$ cat src/pkg/blcfr_pkg.sv
// Purpose: shared constants for the backlight config and fault registers
// Assumes: 200 MHz core clock, serial link sampled by that clock
// Notes:   register map, field positions, reset values, link states
package blcfr_pkg;
   localparam logic [6:0] DEV_ADDR     = 7'h38;
   localparam logic [7:0] ADDR_FSET2   = 8'h01;
   localparam logic [7:0] ADDR_FAULT   = 8'h02;
   localparam logic [7:0] FSET2_RST    = 8'h28;
   localparam logic [1:0] CTRL_RST     = 2'h0;
   localparam int         PHASE_BIT    = 7;
   localparam int         THR_HI       = 6;
   localparam int         THR_LO       = 5;
   localparam int         FREQ_HI      = 4;
   localparam int         FREQ_LO      = 3;
   localparam int         CNT_HI       = 2;
   localparam int         GUARD_BIT    = 7;
   localparam int         SHUT_BIT     = 6;
   localparam logic [5:0] ALL_STRINGS  = 6'h3f;
   localparam logic [3:0] BITS_PER_BYTE = 4'h8;
   localparam int unsigned CLK_MHZ       = 200;
   localparam int unsigned GUARD_TIME_MS = 480;
   localparam int unsigned GUARD_CYCLES_DEF = GUARD_TIME_MS * CLK_MHZ * 1000;
   typedef enum logic [6:0] {
      ST_IDLE     = 7'h01,
      ST_ADDR     = 7'h02,
      ST_ADDR_ACK = 7'h04,
      ST_WDATA    = 7'h08,
      ST_WACK     = 7'h10,
      ST_RDATA    = 7'h20,
      ST_RACK     = 7'h40
   } blcfr_state_t;
endpackage

$ cat src/design/blcfr_i2c_slave.sv
// Purpose: serial two-wire register slave with address pointer
// Assumes: link pins are asynchronous, sampled by clk_in
// Notes:   first written byte sets the pointer; pointer auto-increments
`timescale 1ns/10ps
module blcfr_i2c_slave
   import blcfr_pkg::*;
(
   input  wire logic       clk_in,
   input  wire logic       rstn_in,
   input  wire logic       scl_in,
   input  wire logic       sda_in,
   input  wire logic [7:0] rd_data_in,
   output logic            sda_oe_out,
   output logic            wr_stb_out,
   output logic [7:0]      wr_addr_out,
   output logic [7:0]      wr_data_out,
   output logic            rd_stb_out,
   output logic [7:0]      rd_addr_out
);
   logic [2:0]   scl_q;
   logic [2:0]   sda_q;
   blcfr_state_t state;
   logic [3:0]   bit_cnt;
   logic [7:0]   shreg;
   logic [7:0]   ptr;
   logic         first;
   logic         rw;

   // stage 0 feeds only stage 1; edges look at stages 1 and 2
   wire scl_rise  = scl_q[1] & ~scl_q[2];
   wire scl_fall  = ~scl_q[1] & scl_q[2];
   wire start_det = scl_q[1] & scl_q[2] & sda_q[2] & ~sda_q[1];
   wire stop_det  = scl_q[1] & scl_q[2] & ~sda_q[2] & sda_q[1];
   wire byte_done = (bit_cnt == BITS_PER_BYTE);
   wire addr_hit  = (shreg[7:1] == DEV_ADDR);
   wire load_now  = scl_fall & ((state == ST_ADDR_ACK & rw)
                                | state == ST_RACK);

   assign rd_stb_out  = load_now;
   assign rd_addr_out = ptr;

   always_ff @(posedge clk_in) begin
      if (!rstn_in) begin
         scl_q <= 3'h7;
         sda_q <= 3'h7;
      end else begin
         scl_q <= {scl_q[1:0], scl_in};
         sda_q <= {sda_q[1:0], sda_in};
      end
   end

   always_ff @(posedge clk_in) begin
      if (!rstn_in) begin
         state      <= ST_IDLE;
         bit_cnt    <= 4'h0;
         shreg      <= 8'h00;
         ptr        <= 8'h00;
         first      <= 1'b0;
         rw         <= 1'b0;
         sda_oe_out <= 1'b0;
         wr_stb_out <= 1'b0;
         wr_addr_out <= 8'h00;
         wr_data_out <= 8'h00;
      end else begin
         wr_stb_out <= 1'b0;
         if (start_det) begin
            state      <= ST_ADDR;
            bit_cnt    <= 4'h0;
            first      <= 1'b1;
            sda_oe_out <= 1'b0;
         end else if (stop_det) begin
            state      <= ST_IDLE;
            sda_oe_out <= 1'b0;
         end else if (load_now) begin
            // open drain: a one is sent by releasing the line
            shreg      <= rd_data_in;
            sda_oe_out <= ~rd_data_in[7];
            ptr        <= ptr + 8'h01;
            bit_cnt    <= 4'h0;
            state      <= ST_RDATA;
         end else if (scl_rise) begin
            case (state)
               ST_ADDR, ST_WDATA: begin
                  shreg   <= {shreg[6:0], sda_q[1]};
                  bit_cnt <= bit_cnt + 4'h1;
               end
               ST_RDATA: bit_cnt <= bit_cnt + 4'h1;
               ST_RACK: if (sda_q[1]) begin
                  state <= ST_IDLE;
               end
               default: ;
            endcase
         end else if (scl_fall) begin
            case (state)
               ST_ADDR: if (byte_done) begin
                  if (addr_hit) begin
                     sda_oe_out <= 1'b1;
                     rw         <= shreg[0];
                     state      <= ST_ADDR_ACK;
                  end else begin
                     state <= ST_IDLE;
                  end
               end
               ST_ADDR_ACK: begin
                  sda_oe_out <= 1'b0;
                  bit_cnt    <= 4'h0;
                  state      <= ST_WDATA;
               end
               ST_WDATA: if (byte_done) begin
                  sda_oe_out <= 1'b1;
                  state      <= ST_WACK;
                  if (first) begin
                     ptr   <= shreg;
                     first <= 1'b0;
                  end else begin
                     wr_stb_out  <= 1'b1;
                     wr_addr_out <= ptr;
                     wr_data_out <= shreg;
                     ptr         <= ptr + 8'h01;
                  end
               end
               ST_WACK: begin
                  sda_oe_out <= 1'b0;
                  bit_cnt    <= 4'h0;
                  state      <= ST_WDATA;
               end
               ST_RDATA: begin
                  shreg <= {shreg[6:0], 1'b0};
                  if (byte_done) begin
                     sda_oe_out <= 1'b0;
                     state      <= ST_RACK;
                  end else begin
                     sda_oe_out <= ~shreg[6];
                  end
               end
               default: ;
            endcase
         end
      end
   end
endmodule // blcfr_i2c_slave

$ cat src/design/blcfr_top.sv
// Purpose: second function-set register and fault register of a
//          six-string backlight driver, reached over the serial link
// Assumes: fault and pin inputs are asynchronous to clk_in
// Notes:   fault flags clear only by reset, except over-temperature
//
// Behaviour
// - phase offset bit 7 of 0x01 staggers strings; zero, default, in phase
// - bits 6:5 pick short threshold 2.5/5/7.5/10 V, reset code 01
// - bits 4:3 pick 200k/400k/1M/2.2MHz switching, reset code 01
// - bits 2:0 drop top strings: 000 all six, 101 only string one
// - bit 7 of 0x02 enables all-strings-short guard, reset off
// - bit 6 of 0x02 set shuts the device down, reset enabled
// - ground short flag, bit 5, sets and holds until power reset
// - over-temperature flag, bit 4, holds until read or reset
// - reading clears over-temperature flag only once the fault is gone
// - under-voltage flag, bit 3, holds until power reset
// - over-current flag, bit 2, holds until power reset
// - register threshold applies only while threshold pin floats
// - guard on: all strings over threshold 480 ms marks off, standby
`timescale 1ns/10ps
module blcfr_top
   import blcfr_pkg::*;
#(
   parameter int unsigned GUARD_CYCLES = GUARD_CYCLES_DEF
) (
   input  wire logic       clk_in,
   input  wire logic       rstn_in,
   input  wire logic       scl_in,
   input  wire logic       sda_in,
   input  wire logic       ground_short_in,
   input  wire logic       over_temp_in,
   input  wire logic       undervolt_in,
   input  wire logic       over_current_in,
   input  wire logic       all_over_threshold_in,
   input  wire logic       thr_pin_floating_in,
   output logic            sda_out,
   output logic            sda_oe_out,
   output logic            phase_offset_enable_out,
   output logic [1:0]      short_threshold_select_out,
   output logic            threshold_from_register_out,
   output logic [1:0]      switch_freq_select_out,
   output logic [5:0]      string_enable_out,
   output logic            strings_marked_off_out,
   output logic            standby_out,
   output logic            device_enable_out
);
   logic [7:0]  fset2;
   logic        guard_en;
   logic        shutdown;
   logic        flag_g;
   logic        flag_ot;
   logic        flag_uv;
   logic        flag_oc;
   logic [5:0]  sync_a;
   logic [5:0]  sync_b;
   logic [31:0] guard_cnt;
   logic        tripped;
   logic        wr_stb;
   logic [7:0]  wr_addr;
   logic [7:0]  wr_data;
   logic        rd_stb;
   logic [7:0]  rd_addr;
   logic [7:0]  rd_data;

   blcfr_i2c_slave u_link (
      .clk_in      (clk_in),
      .rstn_in     (rstn_in),
      .scl_in      (scl_in),
      .sda_in      (sda_in),
      .rd_data_in  (rd_data),
      .sda_oe_out  (sda_oe_out),
      .wr_stb_out  (wr_stb),
      .wr_addr_out (wr_addr),
      .wr_data_out (wr_data),
      .rd_stb_out  (rd_stb),
      .rd_addr_out (rd_addr)
   );

   // synchronised pins: sync_a only feeds sync_b
   wire g_s     = sync_b[0];
   wire ot_s    = sync_b[1];
   wire uv_s    = sync_b[2];
   wire oc_s    = sync_b[3];
   wire all_s   = sync_b[4];
   wire float_s = sync_b[5];

   wire wr_fset2 = wr_stb & (wr_addr == ADDR_FSET2);
   wire wr_fault = wr_stb & (wr_addr == ADDR_FAULT);
   wire rd_fault = rd_stb & (rd_addr == ADDR_FAULT);
   wire [7:0] fault_val = {guard_en, shutdown, flag_g, flag_ot,
                           flag_uv, flag_oc, 2'h0};
   // unmapped and out-of-scope addresses read as zero
   assign rd_data = (rd_addr == ADDR_FSET2) ? fset2 :
                    (rd_addr == ADDR_FAULT) ? fault_val : 8'h00;
   // set wins over the read clear; a live fault keeps the flag
   wire next_ot = ot_s | (flag_ot & ~rd_fault);
   wire guard_arm = guard_en & all_s;
   wire guard_hit = (guard_cnt == GUARD_CYCLES - 32'h1);

   always_ff @(posedge clk_in) begin
      if (!rstn_in) begin
         sync_a <= 6'h00;
         sync_b <= 6'h00;
      end else begin
         sync_a <= {thr_pin_floating_in, all_over_threshold_in,
                    over_current_in, undervolt_in, over_temp_in,
                    ground_short_in};
         sync_b <= sync_a;
      end
   end

   // shutdown never touches the settings, so re-enable needs no rewrite
   always_ff @(posedge clk_in) begin
      if (!rstn_in) begin
         fset2    <= FSET2_RST;
         guard_en <= CTRL_RST[1];
         shutdown <= CTRL_RST[0];
      end else begin
         if (wr_fset2) begin
            fset2 <= wr_data;
         end
         if (wr_fault) begin
            // only the two control bits take write data
            guard_en <= wr_data[GUARD_BIT];
            shutdown <= wr_data[SHUT_BIT];
         end
      end
   end

   always_ff @(posedge clk_in) begin
      if (!rstn_in) begin
         flag_g  <= 1'b0;
         flag_ot <= 1'b0;
         flag_uv <= 1'b0;
         flag_oc <= 1'b0;
      end else begin
         flag_g  <= flag_g | g_s;
         flag_ot <= next_ot;
         flag_uv <= flag_uv | uv_s;
         flag_oc <= flag_oc | oc_s;
      end
   end

   // the 480 ms window restarts whenever the condition drops
   always_ff @(posedge clk_in) begin
      if (!rstn_in) begin
         guard_cnt <= 32'h0;
         tripped   <= 1'b0;
      end else if (!guard_arm) begin
         guard_cnt <= 32'h0;
         tripped   <= 1'b0;
      end else if (guard_hit) begin
         tripped <= 1'b1;
      end else if (!tripped) begin
         guard_cnt <= guard_cnt + 32'h1;
      end
   end

   always_ff @(posedge clk_in) begin
      if (!rstn_in) begin
         sda_out                     <= 1'b0;
         phase_offset_enable_out     <= 1'b0;
         short_threshold_select_out  <= 2'h0;
         threshold_from_register_out <= 1'b0;
         switch_freq_select_out      <= 2'h0;
         string_enable_out           <= 6'h00;
         strings_marked_off_out      <= 1'b0;
         standby_out                 <= 1'b0;
         device_enable_out           <= 1'b0;
      end else begin
         sda_out                     <= 1'b0;
         phase_offset_enable_out     <= fset2[PHASE_BIT];
         short_threshold_select_out  <= fset2[THR_HI:THR_LO];
         threshold_from_register_out <= float_s;
         switch_freq_select_out      <= fset2[FREQ_HI:FREQ_LO];
         // reserved codes shift out every string
         string_enable_out <= ALL_STRINGS >> fset2[CNT_HI:0];
         strings_marked_off_out <= tripped;
         standby_out            <= tripped | shutdown;
         device_enable_out      <= ~shutdown;
      end
   end
endmodule // blcfr_top

$ cat config.mk
export PLATFORM = sky130hd
export DESIGN_NAME = blcfr_top
export DESIGN_NICKNAME = d
export VERILOG_FILES = /design/src/pkg/blcfr_pkg.sv /design/src/design/blcfr_i2c_slave.sv /design/src/design/blcfr_top.sv
export SDC_FILE = /design/constraint.sdc
export NUM_CORES = 1
export LEC_CHECK = 0
export BUFFER_PORTS_ARGS = -buffer_cell sky130_fd_sc_hd__buf_2
export CAP_MARGIN = 20
export CORE_MARGIN = 8
export CORE_UTILIZATION = 32
export DETAILED_ROUTE_END_ITERATION = 16
export SLEW_MARGIN = 20
export SYNTH_ARGS = -nofsm -noshare
export SYNTH_HDL_FRONTEND = slang
export SYNTH_SLANG_ARGS = --single-unit
$ cat constraint.sdc
create_clock -name clk_in -period 7.4 [get_ports clk_in]
set_input_delay 2.22 -clock clk_in [delete_from_list [all_inputs] [get_ports clk_in]]
set_output_delay 2.22 -clock clk_in [all_outputs]
set_load 0.05 [all_outputs]
==> results of run 1 <==
==> cells by family after synthesis <==
logic type,count (synthesis),share of synthesized area
adders and majority gates,10,0.0219
DFF,127,0.445
buffers and inverters,57,0.0422
other,1,0.000656
xor gates and xnor gates,27,0.0414
AOI/OAI and AO/OA,118,0.131
muxes,19,0.0337
and+or+nand+nor,316,0.285
==> worst max path at each step <==
stage,depth (start not counted),to,slack (ps)
3_5_place_dp,4,u_link.rd_addr_out[6]$_SDFFE_PN0P_,3210
3_3_place_gp,5,string_enable_out[1]$_SDFF_PN0_,3290
5_1_grt,4,u_link.rd_addr_out[6]$_SDFFE_PN0P_,2970
6_report,4,u_link.rd_addr_out[6]$_SDFFE_PN0P_,3230
2_1_floorplan,4,u_link.sda_oe_out$_SDFFE_PP0P_,4360
4_1_cts,4,u_link.rd_addr_out[6]$_SDFFE_PN0P_,3650
==> synthesized netlist by cell type (2+ instances only) <==
library cell / number / area (sq um)
clkbuf_1: 29 / 109
nor2_1: 82 / 308
buf_1: 3 / 11.3
and2_1: 21 / 131
nand2_1: 55 / 206
xnor2_1: 22 / 193
o22ai_1: 4 / 25.0
nand2b_1: 11 / 68.8
buf_4: 2 / 15.0
mux2_2: 2 / 22.5
nor4b_1: 7 / 61.3
or4_1: 4 / 30.0
mux2i_1: 17 / 170
o31ai_2: 2 / 25.0
nand4_1: 14 / 87.6
o21ai_0: 30 / 150
and4_1: 7 / 61.3
and3_1: 6 / 37.5
dfxtp_1: 127 / 2540
buf_6: 2 / 22.5
nor3b_1: 4 / 30.0
nor2b_1: 6 / 37.5
o21a_1: 2 / 15.0
nand3_1: 44 / 220
or3_1: 8 / 50.1
buf_2: 3 / 15.0
nand3b_1: 2 / 15.0
or2_2: 2 / 12.5
a311oi_1: 5 / 43.8
xor2_1: 5 / 43.8
nor3_1: 23 / 115
nand4b_1: 3 / 26.3
nor4_1: 12 / 75.1
a31oi_1: 4 / 25.0
o2111ai_1: 2 / 17.5
o211ai_1: 6 / 45.0
inv_1: 17 / 63.8
ha_1: 10 / 125
a21oi_1: 37 / 185
o21ai_1: 2 / 10.0
a211oi_1: 11 / 82.6
==> metrics by stage <==
stage / area, sq um / util / std cells / hold WS, ps / setup slack [ps]
finish: 6560 / 0.370 / 924 / 411 / 3230
CTS: 6560 / 0.370 / 924 / 414 / 3650
floorplan: 5720 / - / 675 / 386 / 4360
global placement: 5970 / 0.337 / 892 / 391 / 3290
global route: 6560 / 0.370 / 924 / 441 / 2970
detailed placement: 5970 / 0.337 / 892 / 398 / 3210
==> layout by cell type, fill, tap and decap left out, types with 10 or more instances in the layout <==
| cell | count |
|---|---|
| dfxtp_1 | 127 |
| nor2_1 | 82 |
| nand2_1 | 55 |
| nand3_1 | 44 |
| a21oi_1 | 37 |
| o21ai_0 | 30 |
| buf_2 | 25 |
| nor3_1 | 23 |
| xnor2_1 | 22 |
| and2_1 | 21 |
| mux2i_1 | 17 |
| clkbuf_16 | 17 |
| inv_1 | 16 |
| nand4_1 | 14 |
| nor4_1 | 12 |
| nand2b_1 | 11 |
| a211oi_1 | 11 |
| ha_1 | 10 |
==> routing by layer <==
metal	GRT usage	vias to the layer above	part of all wire	routed length, um
li1	-	2405	-	-
met5	0	-	0	0
met3	0.0360	16	0.048	611
met2	0.182	99	0.45	5700
met4	0.0389	0	0.012	155
met1	0.156	2175	0.49	6290
==> worst register-to-register path, stage by stage, from the launching register on <==
cell and delay, ps:
dfxtp_1 450, nor4_1 550, nand4_1 300, a21boi_1 680, or4_1 880, o21ai_0 230
==> final cells by class <==
type	instances	area (sq um)
Clock buffer	20	457
Clock inverter	12	135
Timing Repair Buffer	28	148
Multi-Input combinational cell	491	2930
Tap cell	229	287
Sequential cell	127	2540
Fill cell	1839	11200
Inverter	17	63.8
==> sequential cells by signal (all words and copies together) (netlist names), 6 cells and up <==
name,cells
guard_cnt,32
u_link.state,7
u_link.rd_addr_out,8
u_link.wr_addr_out,8
u_link.wr_data_out,8
sync_b,6
fset2,8
string_enable_out,6
u_link.shreg,8
sync_a,6
==> power by group <==
group          internal [mW]  switching (mW)  total (mW)
Combinational         0.0164          0.0356      0.0520
Sequential             0.694         0.00661       0.700
Clock                  0.515           0.307       0.822
==> results.tsv, run 1 <==
stage	metric	value	unit
yosys	Top FF cell, synth	dfxtp_1	
cells_and_area	Antenna diodes	0	
cells_and_area	share of layout cells above drive strength 1	0.102	
sta	Max Clock Freq	240	MHz
worst_hold_path	HP Start	u_link.sda_q[0]$_SDFF_PN1_	
cts	CTS tree	built	
worst_hold_path	Worst Hold Endpoint	u_link.sda_q[1]$_SDFF_PN1_	
sta	Hold Vio Cnt, Final	0	
worst_setup_path	crit-path leading delay family	buffers and inverters	
worst_setup_path	slowest cell on the critical path	clkinv_1	
power	Pwr Total	1.57	mW
place	Placer Congestion	0.856	
routing	routed wire length	12.8	mm
worst_setup_path	Setup crit start	rstn_in	
yosys	count of different cell masters after synthesis	61	
cts	root buffer cell	clkbuf_16	
worst_setup_path	Reg-to-Reg End	u_link.wr_addr_out[7]$_SDFFE_PN0P_	
yosys	Async SR Flop Fraction	0	
sta	clock skew	7.89	ps
yosys	Mapped Area	5720	sq um
worst_setup_path	Crit Reg-Reg Startpoint	u_link.state[1]$_SDFFE_PN0P_	
worst_setup_path	flop2flop setup slack	4160	ps
routing	vias per cell	5.08	
die	die width	150	um
cells_and_area	Synth-to-Final Area Change	14.8	%
global_route	global route total overflow	0	
worst_setup_path	Worst Path Buf+Inv	3	
die	row cnt	49	
global_route	initial antenna violation count	0	
cts	clock-pin slew on the worst setup and hold paths	60	ps
cts	CTS Buf Count	17	
yosys	Cells after Synth	675	
yosys	YS warnings	0	
power	Max VDD drop	0.190	mV
die	Die Ht	150	um
routing	via count	4695	
die	Die ar.	22400	sq um
sta	Slew headroom	0.297	
die	CORE AREA	17700	sq um
worst_setup_path	data required time at the worst endpoint	7670	ps
routing	DRC errors left	0	
worst_setup_path	R2R cell count	5	
worst_hold_path	Worst Hold Depth	1	
worst_setup_path	CP Class	in -> reg	
sta	Least-Margin Pin Slew	1050	ps
cts	clk_lat worst skew	420	ps
sta	RSZ-0062 raised after global routing	false	
power	Leakage	2.29	nW
global_route	vias in the first global route	4402	
cts	CTS Buffer Depth	2	
routing	Detail Route Antenna Nets	0	
run_status	status	completed	
sta	post-route clock period utilization	0.563	
sta	Max Transition Viols Final	0	
global_route	largest net degree at the start of global routing	69	
place	detailed placer's ending HPWL	8.48	mm
worst_setup_path	crit end category	flip-flop	
cells_and_area	nets	702	
worst_setup_path	Startpoint Class	input port	
routing	average wire per standard cell	13.8	um
power	P per Cell Area	240	nW/um^2
yosys	post-synthesis net count	695	
place	number of buffers added on ports	25	
die	Initial Util	0.323	
worst_hold_path	type of the tightest min-delay check	reg -> reg	
yosys	average size of a mapped cell	8.47	sq um
worst_setup_path	critical path arrival	4430	ps
global_route	gr usage total	0.119	
worst_setup_path	crit-path cells	buf_2 -> buf_4 -> clkinv_1 -> a2111oi_0	
cts	CTS resizes	0	
sta	fin crit period	4170	ps
cts	H-tree Lvls	4	
cts	Post-CTS Setup Bufs	0	
sta	Fin Setup TNS	0	ps
cts	clock sinks	127	
worst_setup_path	crit-path max FO	68	
sta	Final setup viols	0	
yosys	#FFs+latches synth	127	
worst_setup_path	Critical Path Max Stage Delay	980	ps
job	max_cap viols	0	
yosys	sequential element share of the synthesized area	0.445	
routing	TritonRoute pass-1 iters	4	
cts	CTS Hold Buffers Added	0	
die	I/O Pins	27	
routing	drt initial violations	293	
global_route	first-pass GRT wire length	21.7	mm
yosys	EDFF count, synth	0	
(Power assumes the default switching activity.)
==> run 2: changes to the inputs <==
==> constraint.sdc (replaced) <==
create_clock -name clk_in -period 4.2 [get_ports clk_in]
set_input_delay 1.26 -clock clk_in [delete_from_list [all_inputs] [get_ports clk_in]]
set_output_delay 1.26 -clock clk_in [all_outputs]
set_load 0.05 [all_outputs]
==> run 2 against run 1 <==
  * Register-to-register slack worse by 3100 ps
  * Sequential power grew 76%
  * Critical path depth is 2 higher
  * Via count grew 0.85%
  * Sequential cell count unchanged
  * Wire length rose by 2.0%
  * Final area rose by 0.84%
  * Sequential share of layout area fell by 0.32 points
  * Power is 81% higher
==> results.tsv, run 2 (synthesis results as in run 1) <==
stage	metric	value	unit
die	CORE AREA	17700	sq um
routing	routed wire length	13.0	mm
worst_setup_path	crit-path leading delay family	compound AO/OA/AOI/OAI gates	
sta	RSZ-0062 raised after global routing	false	
sta	hold_ws	412	ps
cts	H-tree Lvls	4	
place	number of buffers added on ports	25	
sta	Least-Margin Pin Slew	1070	ps
worst_hold_path	Worst Hold Depth	1	
sta	Max Clock Freq	314	MHz
place	detailed placer's ending HPWL	8.92	mm
place	Placer Congestion	0.914	
sta	Final setup viols	0	
sta	Slew headroom	0.287	
routing	vias per cell	5.10	
power	P per Cell Area	431	nW/um^2
sta	post-route clock period utilization	0.758	
worst_setup_path	Critical Path Max Stage Delay	950	ps
cells_and_area	largest register by flop count	guard_cnt	
cts	CTS Buf Count	17	
die	die width	150	um
worst_setup_path	Startpoint Class	flip-flop	
worst_setup_path	CP Class	reg -> reg	
worst_setup_path	critical path arrival	3500	ps
worst_hold_path	type of the tightest min-delay check	reg -> reg	
cts	CTS Hold Buffers Added	0	
cells_and_area	commonest non-fill, non-tap cell in the layout	dfxtp_1	
die	I/O Pins	27	
power	Pwr Total	2.85	mW
die	Die ar.	22400	sq um
sta	Fin Setup TNS	0	ps
cells_and_area	share of layout cells above drive strength 1	0.109	
worst_setup_path	path length in cells of the critical path	6	
worst_setup_path	crit end category	flip-flop	
worst_setup_path	crit-path max FO	26	
global_route	gr usage total	0.120	
power	Max VDD drop	0.290	mV
cells_and_area	most frequent cells in the layout	127 x dfxtp_1, 82 x nor2_1, 55 x nand2_1	
cells_and_area	Post-Layout Cell Count	928	
sta	Hold Vio Cnt, Final	0	
routing	via count	4735	
global_route	first-pass GRT wire length	21.8	mm
cts	root buffer cell	clkbuf_16	
cts	CTS Buffer Depth	2	
worst_setup_path	slowest cell on the critical path	a221oi_2	
cells_and_area	nets	706	
routing	average wire per standard cell	14.0	um
cts	CTS tree	built	
global_route	largest net degree at the start of global routing	35	
place	post-place instance area	6000	sq um
run_status	status	completed	
cts	clk_lat worst skew	410	ps
power	Leakage	2.32	nW
worst_setup_path	R2R cell count	6	
routing	Detail Route Antenna Nets	0	
worst_setup_path	crit-path cells	nor4_1 -> nand4_1 -> a21bo_2 -> a221oi_2 -> nor2_1 -> a311oi_1	
global_route	global route total overflow	0	
cells_and_area	Antenna diodes	0	
place	dpl cells	896	
routing	DRC errors left	0	
job	max_cap viols	0	
die	Die Ht	150	um
cells_and_area	Synth-to-Final Area Change	15.8	%
global_route	vias in the first global route	4462	
sta	clock skew	7.22	ps
sta	Max Transition Viols Final	0	
routing	drt initial violations	221	
cts	CTS resizes	0	
worst_setup_path	Worst Path Buf+Inv	0	
die	Initial Util	0.323	
global_route	initial antenna violation count	0	
cts	clock sinks	127	
die	row cnt	49	
cts	Post-CTS Setup Bufs	0	
cells_and_area	max reg flops	32	
worst_setup_path	data required time at the worst endpoint	4520	ps
sta	fin crit period	3190	ps
routing	TritonRoute pass-1 iters	5	
cells_and_area	Final Cell Area	6620	sq um
cts	clock-pin slew on the worst setup and hold paths	60	ps
==> run 2: layer usage <==
metal | global-route usage | up-vias | routed length [um]
met2 | 0.191 | 84 | 6150
li1 | - | 2420 | -
met5 | 0 | - | 0
met1 | 0.148 | 2212 | 6130
met3 | 0.0378 | 19 | 532
met4 | 0.0449 | 0 | 196
==> run 2: through the flow <==
step / utilization / setup slack (ps)
finish: 0.374 / 1010
global route: 0.374 / 641
CTS: 0.374 / 1090
detailed placement: 0.339 / 1120
global placement: 0.339 / 1200
floorplan: - / 1710
==> run 2: path summary, 6_finish.rpt <==
kind,startpoint,to,slack (ps)
worst max-delay path,u_link.state[1]$_SDFFE_PN0P_,u_link.shreg[7]$_SDFFE_PN0P_,1010
worst min-delay path,u_link.sda_q[0]$_SDFF_PN1_,u_link.sda_q[1]$_SDFF_PN1_,410
worst max register to register,u_link.state[1]$_SDFFE_PN0P_,u_link.shreg[7]$_SDFFE_PN0P_,1010
worst min register to register,u_link.sda_q[0]$_SDFF_PN1_,u_link.sda_q[1]$_SDFF_PN1_,410
==> run 2: worst reg2reg max path, delay by kind of cell, from the launching register on <==
kind / cells / cell delay [ps]
AO/OA/AOI/OAI: 3 / 1680
flip-flops: 1 / 430
AND/OR/NAND/NOR: 3 / 980
==> run 2: layout make-up <==
cell class	instances	area [sq um]
fillers	1794	11100
well taps	229	287
clock buffers	18	439
inverters	17	63.8
repair buffers	32	178
multi-input cells	491	2930
clock inverters	14	178
flip-flops and latches	127	2540
==> run 2: report_power, final <==
group          internal (mW)  total (mW)  switching, mW  leakage [nW]
Combinational         0.0302      0.0959         0.0657         0.987
Clock                  0.960        1.52          0.564         0.302
Sequential              1.22        1.23         0.0104          1.03
==> run 3: changes to the inputs <==
==> constraint.sdc (replaced) <==
create_clock -name clk_in -period 3 [get_ports clk_in]
set_input_delay 0.9 -clock clk_in [delete_from_list [all_inputs] [get_ports clk_in]]
set_output_delay 0.9 -clock clk_in [all_outputs]
set_load 0.05 [all_outputs]
==> run 3 against run 2 <==
  * Clock skew is 1.4 ps higher
  * Non-clock buffer count is 11 higher
  * Final cell count up 1.2%
  * Largest cell class unchanged
  * Critical endpoint is now u_link.wr_data_out[2]$_SDFFE_PN0P_
  * Largest power group unchanged
  * Final area is 0.51% higher
  * Sequential share of layout area down 0.20 points
  * Via count rose by 1.3%
==> results.tsv, run 3 (synthesis results as in run 1) <==
stage	metric	value	unit
run_status	status	completed	
place	dpl cells	907	
routing	Top Metal Used	met4	
global_route	gr usage total	0.126	
global_route	initial antenna violation count	0	
global_route	global route total overflow	0	
worst_setup_path	Startpoint Class	flip-flop	
power	Leakage	2.35	nW
place	post-place instance area	6080	sq um
sta	clock skew	8.58	ps
die	CORE AREA	17700	sq um
cells_and_area	Antenna diodes	0	
die	I/O Pins	27	
worst_setup_path	CP Class	reg -> reg	
sta	post-route clock period utilization	0.868	
sta	Fin Setup TNS	0	ps
place	Placer Congestion	0.874	
routing	met2 WL post-DR	6.27	mm
routing	DRC errors left	0	
cts	Post-CTS Setup Bufs	0	
power	Max VDD drop	0.425	mV
cells_and_area	commonest non-fill, non-tap cell in the layout	dfxtp_1	
worst_setup_path	flop2flop setup slack	400	ps
routing	average wire per standard cell	14.3	um
cts	clock sinks	127	
die	row cnt	49	
place	detailed placer's ending HPWL	9.23	mm
routing	Detail Route Antenna Nets	0	
routing	drt initial violations	214	
cells_and_area	post-layout util	0.375	
cells_and_area	largest register by flop count	guard_cnt	
job	max_cap viols	0	
cells_and_area	Synth-to-Final Area Change	16.4	%
cts	CTS resizes	0	
cells_and_area	nets	717	
cts	clk_lat worst skew	420	ps
global_route	first-pass GRT wire length	22.7	mm
worst_setup_path	crit end category	flip-flop	
cts	clock-pin slew on the worst setup and hold paths	60	ps
worst_setup_path	data required time at the worst endpoint	3280	ps
cts	CTS Buf Count	17	
routing	routed wire length	13.4	mm
cts	H-tree Lvls	4	
die	die width	150	um
place	number of buffers added on ports	25	
cts	CTS tree	built	
sta	fin crit period	2600	ps
cts	CTS Hold Buffers Added	0	
die	Initial Util	0.323	
routing	via count	4796	
worst_setup_path	critical path arrival	2890	ps
sta	RSZ-0062 raised after global routing	false	
routing	vias per cell	5.11	
routing	TritonRoute pass-1 iters	6	
cells_and_area	share of layout cells above drive strength 1	0.123	
sta	hold_ws	409	ps
sta	Slew headroom	0.573	
sta	Max Transition Viols Final	0	
cells_and_area	Post-Layout Cell Count	939	
sta	Final setup viols	0	
cts	root buffer cell	clkbuf_16	
cts	CTS Buffer Depth	2	
sta	Max Clock Freq	384	MHz
cells_and_area	most frequent cells in the layout	127 x dfxtp_1, 82 x nor2_1, 55 x nand2_1	
cells_and_area	max reg flops	32	
global_route	vias in the first global route	4564	
worst_setup_path	crit-path max FO	32	
die	Die ar.	22400	sq um
routing	Met1 Wirelength	6.34	mm
routing	metal3 WL	497	um
sta	Least-Margin Pin Slew	640	ps
worst_hold_path	type of the tightest min-delay check	reg -> reg	
power	P per Cell Area	576	nW/um^2
die	Die Ht	150	um
global_route	largest net degree at the start of global routing	36	
sta	Hold Vio Cnt, Final	0	
cells_and_area	Final Cell Area	6650	sq um
==> run 3: changes by cell type in the layout (fill, tap and decap cells not counted) <==
cell        before  now
clkbuf_8         1    2
buf_4            7   18
inv_6            6    1
clkinvlp_4       1    4
bufinv_16        3    1
clkinv_4         2    3
clkinv_2         2    4
==> run 3: per-stage QoR <==
| step | worst slack, ps | total power, mW |
|---|---|---|
| floorplan | 505 | 1.86 |
| global placement | 491 | 1.90 |
| detailed placement | 437 | 1.90 |
| CTS | 422 | 3.87 |
| global route | 306 | 3.96 |
| finish | 397 | 3.83 |
==> run 3: critical path, cell delays in order (launching register included) <==
cell,delay (ps)
dfxtp_1,340
or2_4,270
or4_4,440
or4b_4,550
or4_1,420
buf_4,240
nand3_1,110
o21ai_0,100
==> run 3: path summary, 6_finish.rpt <==
kind                                      from                                 end  cells past startpoint
setup / recovery  u_link.state[6]$_SDFFE_PP0P_  u_link.wr_data_out[2]$_SDFFE_PN0P_                      7
hold / removal      u_link.sda_q[0]$_SDFF_PN1_          u_link.sda_q[1]$_SDFF_PN1_                      1
setup reg to reg  u_link.state[6]$_SDFFE_PP0P_  u_link.wr_data_out[2]$_SDFFE_PN0P_                      7
hold reg to reg     u_link.sda_q[0]$_SDFF_PN1_          u_link.sda_q[1]$_SDFF_PN1_                      1
==> run 3: final cells by class <==
type / count / area [sq um]
clock inverters: 13 / 115
multi-input cells: 491 / 2930
clock buffers: 19 / 453
repair buffers: 43 / 260
flip-flops and latches: 127 / 2540
inverters: 17 / 63.8
fillers: 1812 / 11100
well taps: 229 / 287
==> run 3: report_power, final <==
part           internal (mW)  switching [mW]  total, mW
Sequential              1.71          0.0154       1.73
Clock                   1.18           0.787       1.97
Combinational         0.0460          0.0932      0.139
==> run 3: routing by layer <==
layer | GRT usage | up-vias
met5 | 0 | -
met4 | 0.0596 | 0
met3 | 0.0299 | 20
met2 | 0.203 | 90
met1 | 0.156 | 2238
li1 | - | 2448
